===== src/rtl/ciext_pkg.sv =====
// constants for the cursor, pop-up icon and extended crtc register bank
`default_nettype none
package ciext_pkg;
    // ************************************************************
    // i/o port addresses
    // ************************************************************
    localparam logic [15:0] SEQ_INDEX_PORT   = 16'h03c4;
    localparam logic [15:0] SEQ_DATA_PORT    = 16'h03c5;
    localparam logic [15:0] CRTC_INDEX_MONO  = 16'h03b4;
    localparam logic [15:0] CRTC_DATA_MONO   = 16'h03b5;
    localparam logic [15:0] CRTC_INDEX_COLOR = 16'h03d4;
    localparam logic [15:0] CRTC_DATA_COLOR  = 16'h03d5;

    // ************************************************************
    // sequencer indexes
    // ************************************************************
    localparam logic [7:0] IDX_ICON_X_LOW   = 8'h90;
    localparam logic [7:0] IDX_ICON_X_HIGH  = 8'h91;
    localparam logic [7:0] IDX_ICON_Y_LOW   = 8'h92;
    localparam logic [7:0] IDX_ICON_Y_HIGH  = 8'h93;
    localparam logic [7:0] IDX_CURSOR_X_LOW = 8'h88;
    localparam logic [7:0] IDX_CURSOR_X_HI  = 8'h89;
    localparam logic [7:0] IDX_CURSOR_Y_LOW = 8'h8a;
    localparam logic [7:0] IDX_CURSOR_Y_HI  = 8'h8b;
    localparam logic [7:0] IDX_CURSOR_FG    = 8'h8c;
    localparam logic [7:0] IDX_CURSOR_BG    = 8'h8d;

    // ************************************************************
    // crtc extension indexes
    // ************************************************************
    localparam logic [7:0] IDX_CRTC_OVERFLOW = 8'h30;
    localparam logic [7:0] IDX_RETRACE_POINT = 8'h31;
    localparam logic [7:0] IDX_TV_VDE_START  = 8'h32;
    localparam logic [7:0] IDX_TV_VDE_END_HI = 8'h33;
    localparam logic [7:0] IDX_TV_VDE_END_LO = 8'h34;

    // ************************************************************
    // writable-bit masks and field positions
    // ************************************************************
    localparam logic [7:0] MASK_HIGH3      = 8'h07;
    localparam logic [7:0] MASK_HIGH_CLIP  = 8'h0f;
    localparam logic [7:0] MASK_FULL       = 8'hff;
    localparam int         CLIP_SEL_BIT    = 3;
    localparam int         INTERLACE_BIT   = 7;
    localparam int         DSA_HI_MSB      = 6;
    localparam int         DSA_HI_LSB      = 4;
    localparam int         VT10_BIT        = 3;
    localparam int         VDE10_BIT       = 2;
    localparam int         VBS10_BIT       = 1;
    localparam int         VRS10_BIT       = 0;
    localparam int         DS_INTERLACE_BIT = 7;
    localparam int         HBLANK_END_MSB  = 6;
    localparam int         HBLANK_END_LSB  = 5;
    localparam int         VBLANK_END_MSB  = 4;
    localparam int         VBLANK_END_LSB  = 3;
    localparam int         CLIP_CNT_MSB    = 4;

    // ************************************************************
    // reset values
    // ************************************************************
    localparam logic [7:0] RESET_BYTE = 8'h00;
endpackage
`default_nettype wire


===== src/rtl/ciext_regs.sv =====
// cursor, pop-up icon and extended crtc indexed register bank
`default_nettype none
module ciext_regs (
    input  wire logic        sys_clk,
    input  wire logic        rst_b,
    input  wire logic [15:0] ioAddr,
    input  wire logic        ioWrEn,
    input  wire logic        ioRdEn,
    input  wire logic [7:0]  ioWrData,
    output logic      [7:0]  ioRdData,
    input  wire logic [10:0] crtVertCount,
    output logic      [10:0] iconXStart,
    output logic      [10:0] iconYStart,
    output logic      [10:0] cursorXOffset,
    output logic      [4:0]  cursorXHidden,
    output logic             cursorXClip,
    output logic      [10:0] cursorYOffset,
    output logic      [4:0]  cursorYHidden,
    output logic             cursorYClip,
    output logic      [23:0] cursorFgRgb,
    output logic      [23:0] cursorBgRgb,
    output logic             interlaceScanEnable,
    output logic      [2:0]  displayStartHigh,
    output logic             verticalTotalBit10,
    output logic             verticalDisplayEndBit10,
    output logic             verticalBlankStartBit10,
    output logic             verticalRetraceStartBit10,
    output logic      [7:0]  retracePoint,
    output logic             retracePointActive,
    output logic             doubleScanInterlaceEnable,
    output logic      [1:0]  horizontalBlankEndHigh,
    output logic      [1:0]  verticalBlankEndHigh,
    output logic             tvVertDisplayEnable
);
    // ************************************************************
    // storage
    // ************************************************************
    logic [7:0]  seqIndex_q;
    logic [7:0]  crtcIndex_q;
    logic [7:0]  iconXLow_q;
    logic [7:0]  iconXHigh_q;
    logic [7:0]  iconYLow_q;
    logic [7:0]  iconYHigh_q;
    logic [7:0]  curXLow_q;
    logic [7:0]  curXHigh_q;
    logic [7:0]  curYLow_q;
    logic [7:0]  curYHigh_q;
    logic [7:0]  curFg_q;
    logic [7:0]  curBg_q;
    logic [7:0]  crtOverflow_q;
    logic [7:0]  retrace_q;
    logic [7:0]  vdeStart_q;
    logic [7:0]  vdeEndHigh_q;
    logic [7:0]  vdeEndLow_q;
    logic [7:0]  rdData_d;
    logic        seqWr;
    logic        crtcWr;
    logic        crtcIdxHit;
    logic        crtcDataHit;
    logic [10:0] vdeEnd;

    // ************************************************************
    // port decode
    // ************************************************************
    // both mono and colour crtc port pairs reach the same bank
    assign crtcIdxHit  = (ioAddr == ciext_pkg::CRTC_INDEX_MONO) ||
                         (ioAddr == ciext_pkg::CRTC_INDEX_COLOR);
    assign crtcDataHit = (ioAddr == ciext_pkg::CRTC_DATA_MONO) ||
                         (ioAddr == ciext_pkg::CRTC_DATA_COLOR);
    assign seqWr       = ioWrEn && (ioAddr == ciext_pkg::SEQ_DATA_PORT);
    assign crtcWr      = ioWrEn && crtcDataHit;

    // index latches
    always_ff @(posedge sys_clk or negedge rst_b) begin
        if (!rst_b) begin
            seqIndex_q  <= ciext_pkg::RESET_BYTE;
            crtcIndex_q <= ciext_pkg::RESET_BYTE;
        end else begin
            if (ioWrEn && ioAddr == ciext_pkg::SEQ_INDEX_PORT) begin
                seqIndex_q <= ioWrData;
            end
            if (ioWrEn && crtcIdxHit) begin
                crtcIndex_q <= ioWrData;
            end
        end
    end

    // ************************************************************
    // sequencer bank writes
    // ************************************************************
    // reserved bits are masked off so they always hold zero
    always_ff @(posedge sys_clk or negedge rst_b) begin
        if (!rst_b) begin
            iconXLow_q  <= ciext_pkg::RESET_BYTE;
            iconXHigh_q <= ciext_pkg::RESET_BYTE;
            iconYLow_q  <= ciext_pkg::RESET_BYTE;
            iconYHigh_q <= ciext_pkg::RESET_BYTE;
            curXLow_q   <= ciext_pkg::RESET_BYTE;
            curXHigh_q  <= ciext_pkg::RESET_BYTE;
            curYLow_q   <= ciext_pkg::RESET_BYTE;
            curYHigh_q  <= ciext_pkg::RESET_BYTE;
            curFg_q     <= ciext_pkg::RESET_BYTE;
            curBg_q     <= ciext_pkg::RESET_BYTE;
        end else if (seqWr) begin
            case (seqIndex_q)
                ciext_pkg::IDX_ICON_X_LOW: begin
                    iconXLow_q <= ioWrData;
                end
                ciext_pkg::IDX_ICON_X_HIGH: begin
                    iconXHigh_q <= ioWrData & ciext_pkg::MASK_HIGH3;
                end
                ciext_pkg::IDX_ICON_Y_LOW: begin
                    iconYLow_q <= ioWrData;
                end
                ciext_pkg::IDX_ICON_Y_HIGH: begin
                    iconYHigh_q <= ioWrData & ciext_pkg::MASK_HIGH3;
                end
                ciext_pkg::IDX_CURSOR_X_LOW: begin
                    curXLow_q <= ioWrData;
                end
                ciext_pkg::IDX_CURSOR_X_HI: begin
                    curXHigh_q <= ioWrData & ciext_pkg::MASK_HIGH_CLIP;
                end
                ciext_pkg::IDX_CURSOR_Y_LOW: begin
                    curYLow_q <= ioWrData;
                end
                ciext_pkg::IDX_CURSOR_Y_HI: begin
                    curYHigh_q <= ioWrData & ciext_pkg::MASK_HIGH_CLIP;
                end
                ciext_pkg::IDX_CURSOR_FG: begin
                    curFg_q <= ioWrData;
                end
                ciext_pkg::IDX_CURSOR_BG: begin
                    curBg_q <= ioWrData;
                end
                default: begin
                end
            endcase
        end
    end

    // ************************************************************
    // crtc extension writes
    // ************************************************************
    always_ff @(posedge sys_clk or negedge rst_b) begin
        if (!rst_b) begin
            crtOverflow_q <= ciext_pkg::RESET_BYTE;
            retrace_q     <= ciext_pkg::RESET_BYTE;
            vdeStart_q    <= ciext_pkg::RESET_BYTE;
            vdeEndHigh_q  <= ciext_pkg::RESET_BYTE;
            vdeEndLow_q   <= ciext_pkg::RESET_BYTE;
        end else if (crtcWr) begin
            case (crtcIndex_q)
                ciext_pkg::IDX_CRTC_OVERFLOW: begin
                    crtOverflow_q <= ioWrData & ciext_pkg::MASK_FULL;
                end
                ciext_pkg::IDX_RETRACE_POINT: begin
                    retrace_q <= ioWrData;
                end
                ciext_pkg::IDX_TV_VDE_START: begin
                    vdeStart_q <= ioWrData;
                end
                ciext_pkg::IDX_TV_VDE_END_HI: begin
                    vdeEndHigh_q <= ioWrData;
                end
                ciext_pkg::IDX_TV_VDE_END_LO: begin
                    vdeEndLow_q <= ioWrData;
                end
                default: begin
                end
            endcase
        end
    end

    // ************************************************************
    // read back
    // ************************************************************
    // read mux; unmapped indexes and other ports read zero
    always_comb begin
        rdData_d = ciext_pkg::RESET_BYTE;
        if (ioAddr == ciext_pkg::SEQ_INDEX_PORT) begin
            rdData_d = seqIndex_q;
        end else if (crtcIdxHit) begin
            rdData_d = crtcIndex_q;
        end else if (ioAddr == ciext_pkg::SEQ_DATA_PORT) begin
            case (seqIndex_q)
                ciext_pkg::IDX_ICON_X_LOW:   rdData_d = iconXLow_q;
                ciext_pkg::IDX_ICON_X_HIGH:  rdData_d = iconXHigh_q;
                ciext_pkg::IDX_ICON_Y_LOW:   rdData_d = iconYLow_q;
                ciext_pkg::IDX_ICON_Y_HIGH:  rdData_d = iconYHigh_q;
                ciext_pkg::IDX_CURSOR_X_LOW: rdData_d = curXLow_q;
                ciext_pkg::IDX_CURSOR_X_HI:  rdData_d = curXHigh_q;
                ciext_pkg::IDX_CURSOR_Y_LOW: rdData_d = curYLow_q;
                ciext_pkg::IDX_CURSOR_Y_HI:  rdData_d = curYHigh_q;
                ciext_pkg::IDX_CURSOR_FG:    rdData_d = curFg_q;
                ciext_pkg::IDX_CURSOR_BG:    rdData_d = curBg_q;
                default:                     rdData_d = ciext_pkg::RESET_BYTE;
            endcase
        end else if (crtcDataHit) begin
            case (crtcIndex_q)
                ciext_pkg::IDX_CRTC_OVERFLOW: rdData_d = crtOverflow_q;
                ciext_pkg::IDX_RETRACE_POINT: rdData_d = retrace_q;
                ciext_pkg::IDX_TV_VDE_START:  rdData_d = vdeStart_q;
                ciext_pkg::IDX_TV_VDE_END_HI: rdData_d = vdeEndHigh_q;
                ciext_pkg::IDX_TV_VDE_END_LO: rdData_d = vdeEndLow_q;
                default:                      rdData_d = ciext_pkg::RESET_BYTE;
            endcase
        end
    end

    // read data lands one cycle after the read strobe
    always_ff @(posedge sys_clk or negedge rst_b) begin
        if (!rst_b) begin
            ioRdData <= ciext_pkg::RESET_BYTE;
        end else if (ioRdEn) begin
            ioRdData <= rdData_d;
        end
    end

    // ************************************************************
    // icon and cursor position outputs
    // ************************************************************
    always_ff @(posedge sys_clk or negedge rst_b) begin
        if (!rst_b) begin
            iconXStart <= 11'h000;
            iconYStart <= 11'h000;
        end else begin
            iconXStart <= {iconXHigh_q[2:0], iconXLow_q};
            iconYStart <= {iconYHigh_q[2:0], iconYLow_q};
        end
    end

    // clip select picks offset form or hidden-pixel count form
    always_ff @(posedge sys_clk or negedge rst_b) begin
        if (!rst_b) begin
            cursorXOffset <= 11'h000;
            cursorXHidden <= 5'h00;
            cursorXClip   <= 1'b0;
            cursorYOffset <= 11'h000;
            cursorYHidden <= 5'h00;
            cursorYClip   <= 1'b0;
        end else begin
            cursorXClip   <= curXHigh_q[ciext_pkg::CLIP_SEL_BIT];
            cursorYClip   <= curYHigh_q[ciext_pkg::CLIP_SEL_BIT];
            cursorXOffset <= curXHigh_q[ciext_pkg::CLIP_SEL_BIT] ? 11'h000
                             : {curXHigh_q[2:0], curXLow_q};
            cursorXHidden <= curXHigh_q[ciext_pkg::CLIP_SEL_BIT]
                             ? curXLow_q[ciext_pkg::CLIP_CNT_MSB:0] : 5'h00;
            cursorYOffset <= curYHigh_q[ciext_pkg::CLIP_SEL_BIT] ? 11'h000
                             : {curYHigh_q[2:0], curYLow_q};
            cursorYHidden <= curYHigh_q[ciext_pkg::CLIP_SEL_BIT]
                             ? curYLow_q[ciext_pkg::CLIP_CNT_MSB:0] : 5'h00;
        end
    end

    // ************************************************************
    // colour expansion
    // ************************************************************
    // 3:3:2 to 8:8:8 by bit replication so full scale maps to ff
    always_ff @(posedge sys_clk or negedge rst_b) begin
        if (!rst_b) begin
            cursorFgRgb <= 24'h00_0000;
            cursorBgRgb <= 24'h00_0000;
        end else begin
            cursorFgRgb <= {curFg_q[7:5], curFg_q[7:5], curFg_q[7:6],
                            curFg_q[4:2], curFg_q[4:2], curFg_q[4:3],
                            {4{curFg_q[1:0]}}};
            cursorBgRgb <= {curBg_q[7:5], curBg_q[7:5], curBg_q[7:6],
                            curBg_q[4:2], curBg_q[4:2], curBg_q[4:3],
                            {4{curBg_q[1:0]}}};
        end
    end

    // ************************************************************
    // crtc extension outputs
    // ************************************************************
    always_ff @(posedge sys_clk or negedge rst_b) begin
        if (!rst_b) begin
            interlaceScanEnable       <= 1'b0;
            displayStartHigh          <= 3'h0;
            verticalTotalBit10        <= 1'b0;
            verticalDisplayEndBit10   <= 1'b0;
            verticalBlankStartBit10   <= 1'b0;
            verticalRetraceStartBit10 <= 1'b0;
            retracePoint              <= 8'h00;
            retracePointActive        <= 1'b0;
            doubleScanInterlaceEnable <= 1'b0;
            horizontalBlankEndHigh    <= 2'h0;
            verticalBlankEndHigh      <= 2'h0;
        end else begin
            interlaceScanEnable       <= crtOverflow_q[ciext_pkg::INTERLACE_BIT];
            displayStartHigh          <= crtOverflow_q[ciext_pkg::DSA_HI_MSB:
                                                       ciext_pkg::DSA_HI_LSB];
            verticalTotalBit10        <= crtOverflow_q[ciext_pkg::VT10_BIT];
            verticalDisplayEndBit10   <= crtOverflow_q[ciext_pkg::VDE10_BIT];
            verticalBlankStartBit10   <= crtOverflow_q[ciext_pkg::VBS10_BIT];
            verticalRetraceStartBit10 <= crtOverflow_q[ciext_pkg::VRS10_BIT];
            retracePoint              <= retrace_q;
            retracePointActive        <= crtOverflow_q[ciext_pkg::INTERLACE_BIT];
            doubleScanInterlaceEnable <= vdeEndHigh_q[ciext_pkg::DS_INTERLACE_BIT];
            horizontalBlankEndHigh    <= vdeEndHigh_q[ciext_pkg::HBLANK_END_MSB:
                                                      ciext_pkg::HBLANK_END_LSB];
            verticalBlankEndHigh      <= vdeEndHigh_q[ciext_pkg::VBLANK_END_MSB:
                                                      ciext_pkg::VBLANK_END_LSB];
        end
    end

    // ************************************************************
    // tv vertical display enable window
    // ************************************************************
    assign vdeEnd = {vdeEndHigh_q[2:0], vdeEndLow_q};

    // end match wins when start and end land on the same line
    always_ff @(posedge sys_clk or negedge rst_b) begin
        if (!rst_b) begin
            tvVertDisplayEnable <= 1'b0;
        end else if (crtVertCount == vdeEnd) begin
            tvVertDisplayEnable <= 1'b0;
        end else if (crtVertCount == {3'h0, vdeStart_q}) begin
            tvVertDisplayEnable <= 1'b1;
        end
    end
endmodule
`default_nettype wire


===== config.mk =====
export PLATFORM = sky130hd
export DESIGN_NAME = ciext_regs
export DESIGN_NICKNAME = d
export VERILOG_FILES = /design/src/rtl/ciext_pkg.sv /design/src/rtl/ciext_regs.sv
export SDC_FILE = /design/constraint.sdc
export NUM_CORES = 1
export LEC_CHECK = 0
export BUFFER_PORTS_ARGS = -buffer_cell sky130_fd_sc_hd__buf_4
export CAP_MARGIN = 10
export CORE_ASPECT_RATIO = 0.5
export CORE_UTILIZATION = 50
export CTS_CLUSTER_SIZE = 25
export DETAILED_ROUTE_END_ITERATION = 16
export GPL_ROUTABILITY_DRIVEN = 0
export PLACE_DENSITY = 0.82
export SLEW_MARGIN = 20
export SYNTH_ARGS = -nofsm -noshare
export SYNTH_HDL_FRONTEND = slang
export SYNTH_SLANG_ARGS = --single-unit

===== constraint.sdc =====
create_clock -name sys_clk -period 2.14 [get_ports sys_clk]
set_input_delay 0.428 -clock sys_clk [delete_from_list [all_inputs] [get_ports sys_clk]]
set_output_delay 0.428 -clock sys_clk [all_outputs]
set_load 0.01 [all_outputs]

==> results.tsv, run 1 <==
stage	metric	value	unit
outcome	status	finished, violations left	
outcome	violations	setup timing	
synth	syn-mean-instance-area	13.7	µm²
power_and_ir_drop	power_density	679	mW/mm²
worst_setup_path	endpoint_kind	flip-flop	
clock_network	cts_max_level	1	
die	die_w	195	µm
die	die_area	0.0191	mm²
routing	dr.pass1.iters	5	
synth	yosysTopAreaCell	dfrtp_1	
power_and_ir_drop	power.total	8.31	mW
worst_setup_path	critPathMaxFanout	8	
place	port-buffer-count	173	
routing	routed.top_layer	met4	
worst_setup_path	slowest_delay	560	ps
job	cap_violations	0	
synth	synthArstFlopShare	100	%
synth	synth_edf_count	0	
finish	fin_util	69.0	%
routing	drc	0	
power_and_ir_drop	power_frac_seq	50.2	%
synth	ys_seq_area_share	59.4	%
place	dp_slack	-512	ps
synth	ys_seq_elements	220	
clock_network	cts_tree	built	
die	boundaryPins	174	
routing	wl_per_cell	21.1	µm
die	initial_core_util	52.2	%
die	dieHeight	98.3	µm
power_and_ir_drop	clkPwrFrac	45.9	%
power_and_ir_drop	swShare	21.2	%
synth	syn-cell-area	0.00927	mm²
routing	drt_iter0_drc	417	
power_and_ir_drop	p_int	6.54	mW
timing	slew_viol_final	0	
routing	drt-met1-wl	10300	µm
finish	layout-drive-gt1-share	49.8	%
global_route	grt_pass1_vias	6487	
global_route	grt_usage	25.1	%
worst_setup_path	crit_required	2520	ps
routing	routed-wl-met3	1530	µm
synth	yosys.area.top_type_share	59.4	%
finish	final-seq-area	0.00551	mm²
die	fp-row-count	34	
routing	vias	6335	
synth	synth_cells	674	
finish	nets	918	
clock_network	cts_buffers	20	
synth	yosys_warnings	0	
timing	min_period	2290	ps
finish	multi_input_area	0.00368	mm²
timing	max_freq	0.437	GHz
die	fp.coreArea	0.0177	mm²
finish	areaGrowthSynthToFinish	32.1	%
clock_network	clock_sinks	220	
min_path	hold_path_class	input pin to flip-flop	
routing	wl	23800	µm
timing	worstMarginPinSlew	512	ps
synth	synthTopCellsByArea	dfrtp_1 59%, mux2_2 13%, mux2i_1 2.7%	
clock_network	clk_pin_slew	70	ps
timing	worst_slack	-147	ps
finish	antennaDiodeCount	0	
synth	synth_top_flop_cell	dfrtp_1	
synth	synth.distinct_cells	58	
global_route	grt-ovfl-total	0	
worst_setup_path	worst_setup_path_start_kind	flip-flop	
timing	rsz0062_at_grt	true	
worst_setup_path	slowest_stage	or4bb_4	
worst_setup_path	critical_path.cell_chain	or4bb_4 -> nor3_4 -> nand3_2 -> buf_6 -> nor4b_4 -> buf_6 -> mux2_4	
synth	synth_most_common_cell	dfrtp_1	
worst_setup_path	crit_family	simple AND/OR/NAND/NOR gates	
routing	drtAntennaViolNets	0	
finish	nFillCells	1217	
worst_setup_path	cp_num_buf_inv	2	
timing	skew	15.0	ps
routing	met2_length	11500	µm
worst_setup_path	path_common_cell	buf_6	
worst_setup_path	cp_data_arrival_time	2670	ps
clock_network	clockBufferDepth	3	
timing	finalHoldViolations	0	
power_and_ir_drop	p_sw	1.77	mW
synth	synth_common_cells	220 x dfrtp_1, 108 x mux2_2, 33 x buf_4, 25 x mux2i_1, 24 x clkbuf_1	
power_and_ir_drop	comb_power_share	3.9	%
timing	min_period_over_period	107	%
power_and_ir_drop	ir_drop	0.000455	V
power_and_ir_drop	p_leak	6.08	nW
timing	setup_viol	38	
routing	vias_per_cell	5.63	
clock_network	cts_root_buffer	clkbuf_16	
place	place_hpwl	16300	µm
global_route	grt_max_degree	55	
synth	syn-num-nets	713	
worst_setup_path	path_class	flip-flop to flip-flop	
timing	maxSlewHeadroom	65.8	%
global_route	antenna_found_initial	0	
clock_network	clock_latency	500	ps
global_route	grt_pass1_wl	37100	µm
logic make-up (layout without fill, tap and decap cells):
kind of cell           Yosys count  after routing  share of synthesized area (%)
AO/OA/AOI/OAI                   76             76                           5.94
flip-flops                     220            220                           59.4
multiplexers                   154            154                           19.6
AND/OR/NAND/NOR                128            128                           8.51
XOR/XNOR                        20             20                           1.89
buffers and inverters           76            294                           4.61
final cells by class:
| class | instances | area share [%] |
|---|---|---|
| tap | 234 | 2.39 |
| multi-input combinational | 378 | 30.1 |
| clock buffer | 26 | 4.69 |
| clock inverter | 9 | 1.04 |
| inverter | 10 | 0.307 |
| timing repair buffer | 249 | 16.5 |
| sequential | 220 | 45.0 |
what timing repair did:
action,CTS,global route
gates resized for setup,29,20
hold buffers,1,0
endpoints found under the setup margin,94,66
buffers inserted,3,4
cloned,0,0
hold endpoints to repair,49,0
pin swaps,4,6
state kept, by name (all words and copies together) (netlist names), 11 cells and up:
| register | cells |
|---|---|
| cursorXOffset | 11 |
| iconXStart | 11 |
| cursorYOffset | 11 |
| iconYStart | 11 |
power groups by stage:
stage / clock network (mW) / registers (mW) / logic, mW
CTS: 3.88 / 4.17 / 0.319
global route: 4.04 / 4.17 / 0.349
floorplan: 0 / 4.25 / 0.0729
detailed placement: 0 / 4.25 / 0.312
global placement: 0 / 4.25 / 0.301
finish: 3.82 / 4.17 / 0.320
path summary, 6_finish.rpt:
path,from,endpoint,slack [ps],depth (start not counted)
setup reg to reg,crtcIndex_q[7],vdeEndLow_q[4],-150,7
min in group asynchronous,rst_b,retrace_q[2],460,2
max in group asynchronous,rst_b,cursorBgRgb[14],1060,3
hold reg to reg,retrace_q[5],retracePoint[5],400,0
hold / removal,ioRdEn,ioRdData[0],270,3
setup / recovery,crtcIndex_q[7],vdeEndLow_q[4],-150,7
per-stage QoR:
step                setup TNS (ps)  cell area [µm²]  hold slack (ps)  cells
detailed placement          -38920            11300              381   1084
CTS                          -4620            12100              257   1122
floorplan                   -17760             9440              132    674
global placement            -33610            11300              381   1084
finish                       -4520            12200              274   1126
global route                 -6570            12200              258   1126
layer usage:
| layer | up-vias | GRT usage [%] |
|---|---|---|
| met4 | 0 | 5.74 |
| met2 | 274 | 41.2 |
| li1 | 2791 | - |
| met1 | 3226 | 35.4 |
| met5 | - | 0 |
| met3 | 44 | 4.08 |
layout by cell type (no fill, tap or decap), types with 5 or more instances in the layout:
master,instances
o221ai_1,7
nor2_1,11
mux2i_1,25
a31oi_1,5
nor2_4,10
nor2b_1,22
mux4_2,5
buf_6,10
nand2b_1,6
inv_1,9
dfrtp_1,220
o21ai_0,9
mux2_2,60
nor4_1,8
mux2_4,64
and2_1,11
o211ai_1,5
buf_4,229
a21oi_1,11
nand2_1,19
buf_12,8
xor2_1,20
clkbuf_16,21
o2bb2ai_1,7
tightest hold or removal path, cell delays in order:
cell	delay [ps]
buf_4	150
o221ai_1	80
a2bb2oi_1	60
No activity file was read; power rests on OpenSTA's default activity.
==> inputs of run 2 (changes only) <==
==> constraint.sdc (replaced) <==
create_clock -name sys_clk -period 2.14 [get_ports sys_clk]
set_input_delay 0.321 -clock sys_clk [delete_from_list [all_inputs] [get_ports sys_clk]]
set_output_delay 0.321 -clock sys_clk [all_outputs]
set_load 0.01 [all_outputs]
==> run 2 against run 1 <==
The run still ends with setup timing left. Clock power is 3% higher. Flip-flop and latch count stayed put. Worst hold slack worse by 130 ps. Power is 1.4% higher. Global-route usage hardly changed. Non-clock buffer count is 7 lower. Sequential power hardly changed. Core utilization is 1.6 points lower. Critical endpoint is now crtOverflow_q[3]. Highest routed layer unchanged.
==> results.tsv, run 2 (same netlist as run 1, synthesis figures left out) <==
stage	metric	value	unit	change
outcome	status	finished, violations left		unchanged
outcome	violations	setup timing		unchanged
finish	final_cells	1119		was 1126
clock_network	cts_tree	built		unchanged
worst_setup_path	crit_start	crtcIndex_q[6]		was crtcIndex_q[7]
place	place_hpwl	15900	µm	was 16300 µm
worst_setup_path	r2r_slack	-220	ps	was -150 ps
global_route	grt_pass1_wl	37500	µm	was 37100 µm
worst_setup_path	path_class	flip-flop to flip-flop		unchanged
die	fp.coreArea	0.0177	mm²	unchanged
clock_network	clock_latency	500	ps	about the same
finish	layout_common_cells	228 x buf_4, 220 x dfrtp_1, 93 x mux2_2		was 229 x buf_4, 220 x dfrtp_1, 64 x mux2_4
timing	slew_viol_final	0		unchanged
timing	maxSlewHeadroom	63.9	%	was 65.8%
timing	max_freq	0.423	GHz	was 0.437 GHz
routing	dr.pass1.iters	4		was 5
global_route	met2_usage	40.4	%	was 41.2%
finish	antennaDiodeCount	0		unchanged
place	port-buffer-count	173		unchanged
worst_setup_path	slowest_stage	or4bb_4		unchanged
routing	vias	6281		was 6335
routing	drtAntennaViolNets	0		unchanged
timing	setup_viol	39		was 38
finish	layout-drive-gt1-share	48.6	%	was 49.8%
clock_network	cts_root_buffer	clkbuf_16		unchanged
global_route	top_usage_layer	met2		unchanged
timing	min_period	2360	ps	was 2290 ps
clock_network	cts_buffers	20		unchanged
global_route	antenna_found_initial	0		unchanged
routing	vias_per_cell	5.61		was 5.63
power_and_ir_drop	ir_drop	0.000450	V	was 0.000455 V
routing	drc	0		unchanged
die	dieHeight	98.3	µm	unchanged
timing	rsz0062_at_grt	true		unchanged
worst_setup_path	r2r_start	crtcIndex_q[6]		was crtcIndex_q[7]
worst_setup_path	endpoint_kind	flip-flop		unchanged
global_route	grt_util_met1	35.7	%	was 35.4%
finish	final_common_cell	buf_4		unchanged
min_path	hold_path_class	input pin to flip-flop		unchanged
worst_setup_path	crit_required	2520	ps	about the same
finish	multi_input_area	0.00348	mm²	was 0.00368 mm²
job	cap_violations	0		unchanged
clock_network	cts_max_level	1		unchanged
global_route	grtUsageMet3	4.21	%	was 4.08%
die	die_area	0.0191	mm²	unchanged
clock_network	clk_pin_slew	70	ps	about the same
die	fp-row-count	34		unchanged
die	boundaryPins	174		unchanged
timing	worstMarginPinSlew	533	ps	was 512 ps
power_and_ir_drop	p_leak	6.03	nW	was 6.08 nW
clock_network	clockBufferDepth	3		unchanged
worst_setup_path	rr_worst_depth	6		was 7
worst_setup_path	crit_end	crtOverflow_q[3]		was vdeEndLow_q[4]
routing	drt_iter0_drc	414		was 417
global_route	grt_pass1_vias	6503		was 6487
finish	final-seq-area	0.00551	mm²	unchanged
worst_setup_path	worst_setup_path_start_kind	flip-flop		unchanged
place	place_inst	1078		was 1084
timing	min_period_over_period	111	%	was 107%
timing	worst_slack	-225	ps	was -147 ps
timing	finalHoldViolations	0		unchanged
routing	wl_per_cell	21.1	µm	about the same
die	die_w	195	µm	unchanged
timing	skew	7.47	ps	was 15.0 ps
worst_setup_path	cp_data_arrival_time	2750	ps	was 2670 ps
finish	nets	911		was 918
clock_network	clock_sinks	220		unchanged
global_route	grt-ovfl-total	0		unchanged
place	dp_slack	-424	ps	was -512 ps
worst_setup_path	cp.depth	6		was 7
routing	wl	23600	µm	was 23800 µm
die	initial_core_util	52.2	%	unchanged
worst_setup_path	slowest_delay	590	ps	was 560 ps
worst_setup_path	critical_path.cell_chain	or4bb_4 -> nor3_4 -> nand3_2 -> or4_4 -> buf_6 -> mux2_4		was or4bb_4 -> nor3_4 -> nand3_2 -> buf_6 -> nor4b_4 -> buf_6 -> mux2_4
power_and_ir_drop	power_density	705	mW/mm²	was 679 mW/mm²
worst_setup_path	critPathMaxFanout	4		was 8
global_route	grt_usage	25.1	%	about the same
worst_setup_path	crit_family	simple AND/OR/NAND/NOR gates		unchanged
global_route	grt_max_degree	61		was 55
worst_setup_path	cp_num_buf_inv	1		was 2
worst_setup_path	reg2reg_to	crtOverflow_q[3]		was vdeEndLow_q[4]
finish	areaGrowthSynthToFinish	29.0	%	was 32.1%
finish	nFillCells	1219		was 1217
run 2: metrics by stage:
stage	setup TNS [ps]	hold slack, ps	instance area (µm²)	power, mW	util [%]
floorplan	-6540	25.4	9320	4.33	-
global placement	-33300	281	11000	4.55	62.2
detailed placement	-35750	292	11000	4.56	62.2
CTS	-6040	138	11900	8.49	66.9
global route	-10320	156	12000	8.67	67.4
finish	-7040	149	12000	8.42	67.4
run 2: routing by layer:
layer | up-vias | wire, µm
li1 | 2769 | -
met1 | 3216 | 10200
met2 | 249 | 11400
met3 | 47 | 1490
met4 | 0 | 482
met5 | - | 0
run 2: layout make-up:
class | count | share of cell area (%)
well taps | 234 | 2.45
multi-input cells | 378 | 29.1
clock inverters | 7 | 1.22
inverters | 10 | 0.314
repair buffers | 242 | 16.0
clock buffers | 28 | 4.86
flip-flops and latches | 220 | 46.1
run 2: how the worst min path moves through the flow:
stage / startpoint / slack [ps] / cells past startpoint / endpoint
after floorplan: rst_b / 30 / 0 / crtOverflow_q[0]
after CTS: ioRdEn / 140 / 3 / ioRdData[1]
after detailed placement: rst_b / 290 / 1 / verticalDisplayEndBit10
after global routing: ioRdEn / 160 / 3 / ioRdData[4]
after global placement: rst_b / 280 / 1 / verticalDisplayEndBit10
final: ioRdEn / 150 / 3 / ioRdData[6]
run 2: where the power goes:
| group | switching [mW] | leakage [nW] | internal (mW) |
|---|---|---|---|
| logic | 0.193 | 2.60 | 0.114 |
| registers | 0.00670 | 3.07 | 4.17 |
| clock network | 1.56 | 0.357 | 2.38 |
| total | 1.76 | 6.03 | 6.66 |
run 2: repair_timing:
item | in CTS | in global routing
pin swaps | 4 | 5
endpoints found under the setup margin | 93 | 96
gates resized for setup | 17 | 16
buffers inserted | 4 | 2
hold buffers | 1 | 0
hold endpoints to repair | 56 | 0
run 2: worst min-delay path, delay by kind of cell:
kind                   cells  cell delay (ps)
buffers and inverters      1              150
AOI/OAI and AO/OA          2              130
==> inputs of run 3 (changes only) <==
Settings changed: CORE_MARGIN set to 10.
==> run 3 against run 2 <==
First-iteration DRC count increased by 28%. Combinational power increased by 1%. Fmax increased by 2.5%. Cell count increased by 0.98%. Worst hold slack improved by 10 ps. Critical path depth unchanged. Clock power decreased by 2%. Via count decreased by 1.1%. Flip-flop and latch count unchanged. Core utilization decreased by 2.0 points. Clock skew increased by 5.6 ps. The flow still finishes with violations (setup timing). Largest cell class unchanged. Largest power group unchanged. Critical path type unchanged. Sequential share of layout area decreased by 0.072 points.
==> results.tsv, run 3 (same netlist as run 1, synthesis figures left out) <==
stage	metric	value	unit	change
global_route	grtUsageMet3	3.96	%	was 4.21%
power_and_ir_drop	p_sw	1.73	mW	was 1.76 mW
timing	skew	13.0	ps	was 7.47 ps
finish	antennaDiodeCount	0		unchanged
timing	rsz0062_at_grt	true		unchanged
worst_setup_path	path_class	flip-flop to flip-flop		unchanged
timing	maxSlewHeadroom	61.9	%	was 63.9%
die	boundaryPins	174		unchanged
place	port-buffer-count	173		unchanged
worst_setup_path	crit_start	crtcIndex_q[6]		unchanged
routing	vias	6212		was 6281
clock_network	clock_latency	490	ps	was 500 ps
outcome	status	finished, violations left		unchanged
clock_network	cts_tree	built		unchanged
worst_setup_path	r2r_start	crtcIndex_q[6]		unchanged
clock_network	cts_buffers	20		unchanged
routing	vias_per_cell	5.50		was 5.61
global_route	grt_usage	19.5	%	was 25.1%
worst_setup_path	crit_family	simple AND/OR/NAND/NOR gates		unchanged
job	cap_violations	0		unchanged
timing	worst_slack	-166	ps	was -225 ps
clock_network	clock_sinks	220		unchanged
routing	drc	0		unchanged
timing	slew_viol_final	0		unchanged
global_route	grt_util_met1	25.7	%	was 35.7%
routing	drt_iter0_drc	529		was 414
die	die_area	0.0247	mm²	was 0.0191 mm²
power_and_ir_drop	clkPwrFrac	46.3	%	was 46.8%
routing	dr.pass1.iters	5		was 4
clock_network	clockBufferDepth	3		unchanged
finish	final_common_cell	buf_4		unchanged
power_and_ir_drop	ir_drop	0.000516	V	was 0.000450 V
worst_setup_path	cp_data_arrival_time	2670	ps	was 2750 ps
global_route	grt_pass1_wl	38200	µm	was 37500 µm
worst_setup_path	worst_setup_path_start_kind	flip-flop		unchanged
finish	nFillCells	1301		was 1219
worst_setup_path	crit_required	2510	ps	was 2520 ps
outcome	violations	setup timing		unchanged
timing	finalHoldViolations	0		unchanged
die	initial_core_util	50.6	%	was 52.2%
finish	nets	916		was 911
global_route	grt_max_degree	75		was 61
global_route	grt_pass1_vias	6598		was 6503
worst_setup_path	slowest_delay	570	ps	was 590 ps
place	place_hpwl	17500	µm	was 15900 µm
die	die_w	213	µm	was 195 µm
clock_network	cts_root_buffer	clkbuf_16		unchanged
finish	layout_common_cells	233 x buf_4, 220 x dfrtp_1, 104 x mux2_2		was 228 x buf_4, 220 x dfrtp_1, 93 x mux2_2
die	fp.coreArea	0.0183	mm²	was 0.0177 mm²
power_and_ir_drop	swShare	20.8	%	was 20.9%
power_and_ir_drop	p_leak	6.02	nW	was 6.03 nW
die	fp-row-count	35		was 34
timing	min_period	2310	ps	was 2360 ps
routing	drtAntennaViolNets	0		unchanged
clock_network	clk_pin_slew	70	ps	about the same
finish	areaGrowthSynthToFinish	29.2	%	was 29.0%
power_and_ir_drop	comb_power_share	3.7	%	was 3.6%
finish	layout-drive-gt1-share	49.3	%	was 48.6%
worst_setup_path	critPathMaxFanout	4		unchanged
timing	setup_viol	33		was 39
global_route	met2_usage	32.6	%	was 40.4%
place	dp_slack	-372	ps	was -424 ps
worst_setup_path	critical_path.cell_chain	or4bb_4 -> nor3_4 -> nand3_2 -> or4_4 -> buf_6 -> mux2_4		unchanged
min_path	worstHoldStart	ioRdEn		unchanged
worst_setup_path	r2r_slack	-170	ps	was -220 ps
power_and_ir_drop	p_int	6.61	mW	was 6.66 mW
routing	wl_per_cell	21.8	µm	was 21.1 µm
worst_setup_path	cp_num_buf_inv	1		unchanged
routing	wl	24600	µm	was 23600 µm
power_and_ir_drop	power_frac_seq	50.0	%	was 49.5%
worst_setup_path	slowest_stage	or4bb_4		unchanged
worst_setup_path	endpoint_kind	flip-flop		unchanged
global_route	grt-ovfl-total	0		unchanged
global_route	top_usage_layer	met2		unchanged
clock_network	cts_max_level	1		unchanged
timing	min_period_over_period	108	%	was 111%
die	dieHeight	116	µm	was 98.3 µm
min_path	hold_path_class	input pin to flip-flop		unchanged
power_and_ir_drop	power.total	8.34	mW	was 8.42 mW
global_route	antenna_found_initial	0		unchanged
power_and_ir_drop	power_density	697	mW/mm²	was 705 mW/mm²
timing	worstMarginPinSlew	571	ps	was 533 ps
timing	max_freq	0.434	GHz	was 0.423 GHz
==> run 3: cell types whose count changed in the layout (fill, tap and decap cells not counted), moves of 2 or more <==
cell       delta
o22ai_2       +3
a2bb2oi_2     +2
o22ai_1       -3
mux2_4       -11
mux2_2       +11
a2bb2oi_1     -2
nor3_2        +2
buf_4         +5
==> run 3: stage by stage <==
stage          instances  hold slack (ps)  setup TNS (ps)  instance area [µm²]  utilization (%)
4_1_cts             1125              149           -5100                11900             64.9
6_report            1130              160           -3890                12000             65.4
3_5_place_dp        1087              339          -30690                11100             60.5
3_3_place_gp        1087              327          -26700                11100             60.5
2_1_floorplan        674             25.4           -6540                 9320                -
5_1_grt             1130              173           -6050                12000             65.4
==> run 3: worst paths after layout <==
| path | cells past startpoint | endpoint |
|---|---|---|
| worst max-delay path | 6 | crtOverflow_q[7] |
| max in group asynchronous | 3 | horizontalBlankEndHigh[1] |
| min in group asynchronous | 2 | iconYLow_q[1] |
| worst max register to register | 6 | crtOverflow_q[7] |
| worst min-delay path | 3 | ioRdData[0] |
| worst min register to register | 0 | iconXStart[6] |
==> run 3: worst register-to-register path, delay by kind of cell, from the launching register on <==
family | cells | cell delay, ps
buffers and inverters | 1 | 160
muxes | 1 | 290
and+or+nand+nor | 4 | 1350
DFF | 1 | 380
==> run 3: metal layers <==
| metal | part of all wire [%] | routed length [µm] |
|---|---|---|
| met1 | 44 | 10700 |
| met2 | 48 | 11900 |
| met3 | 6.5 | 1590 |
| met4 | 1.5 | 371 |
| met5 | 0 | 0 |
==> run 3: power groups by stage <==
stage	Clock, mW	Combinational (mW)	Sequential [mW]
after floorplan	0	0.0709	4.25
after global placement	0	0.302	4.25
after detailed placement	0	0.309	4.25
after CTS	3.93	0.313	4.17
after global routing	4.10	0.343	4.17
final	3.86	0.311	4.17
==> run 3: cell type report <==
type / count / area, µm² / area share, %
Sequential cell: 220 / 5510 / 46.0
Multi-Input combinational cell: 378 / 3460 / 28.9
Timing Repair Buffer: 247 / 1950 / 16.3
Clock buffer: 29 / 606 / 5.06
Tap cell: 240 / 300 / 2.51
Clock inverter: 6 / 108 / 0.899
Inverter: 10 / 37.5 / 0.314
==> run 3: repair_timing <==
action                                  4_1_cts  5_1_grt
endpoints found under the setup margin       60      100
buffers inserted                              3        6
hold buffers                                  1        0
endpoints found under the hold margin        68        0
gates resized for setup                      14       11
pin swaps                                     3       12
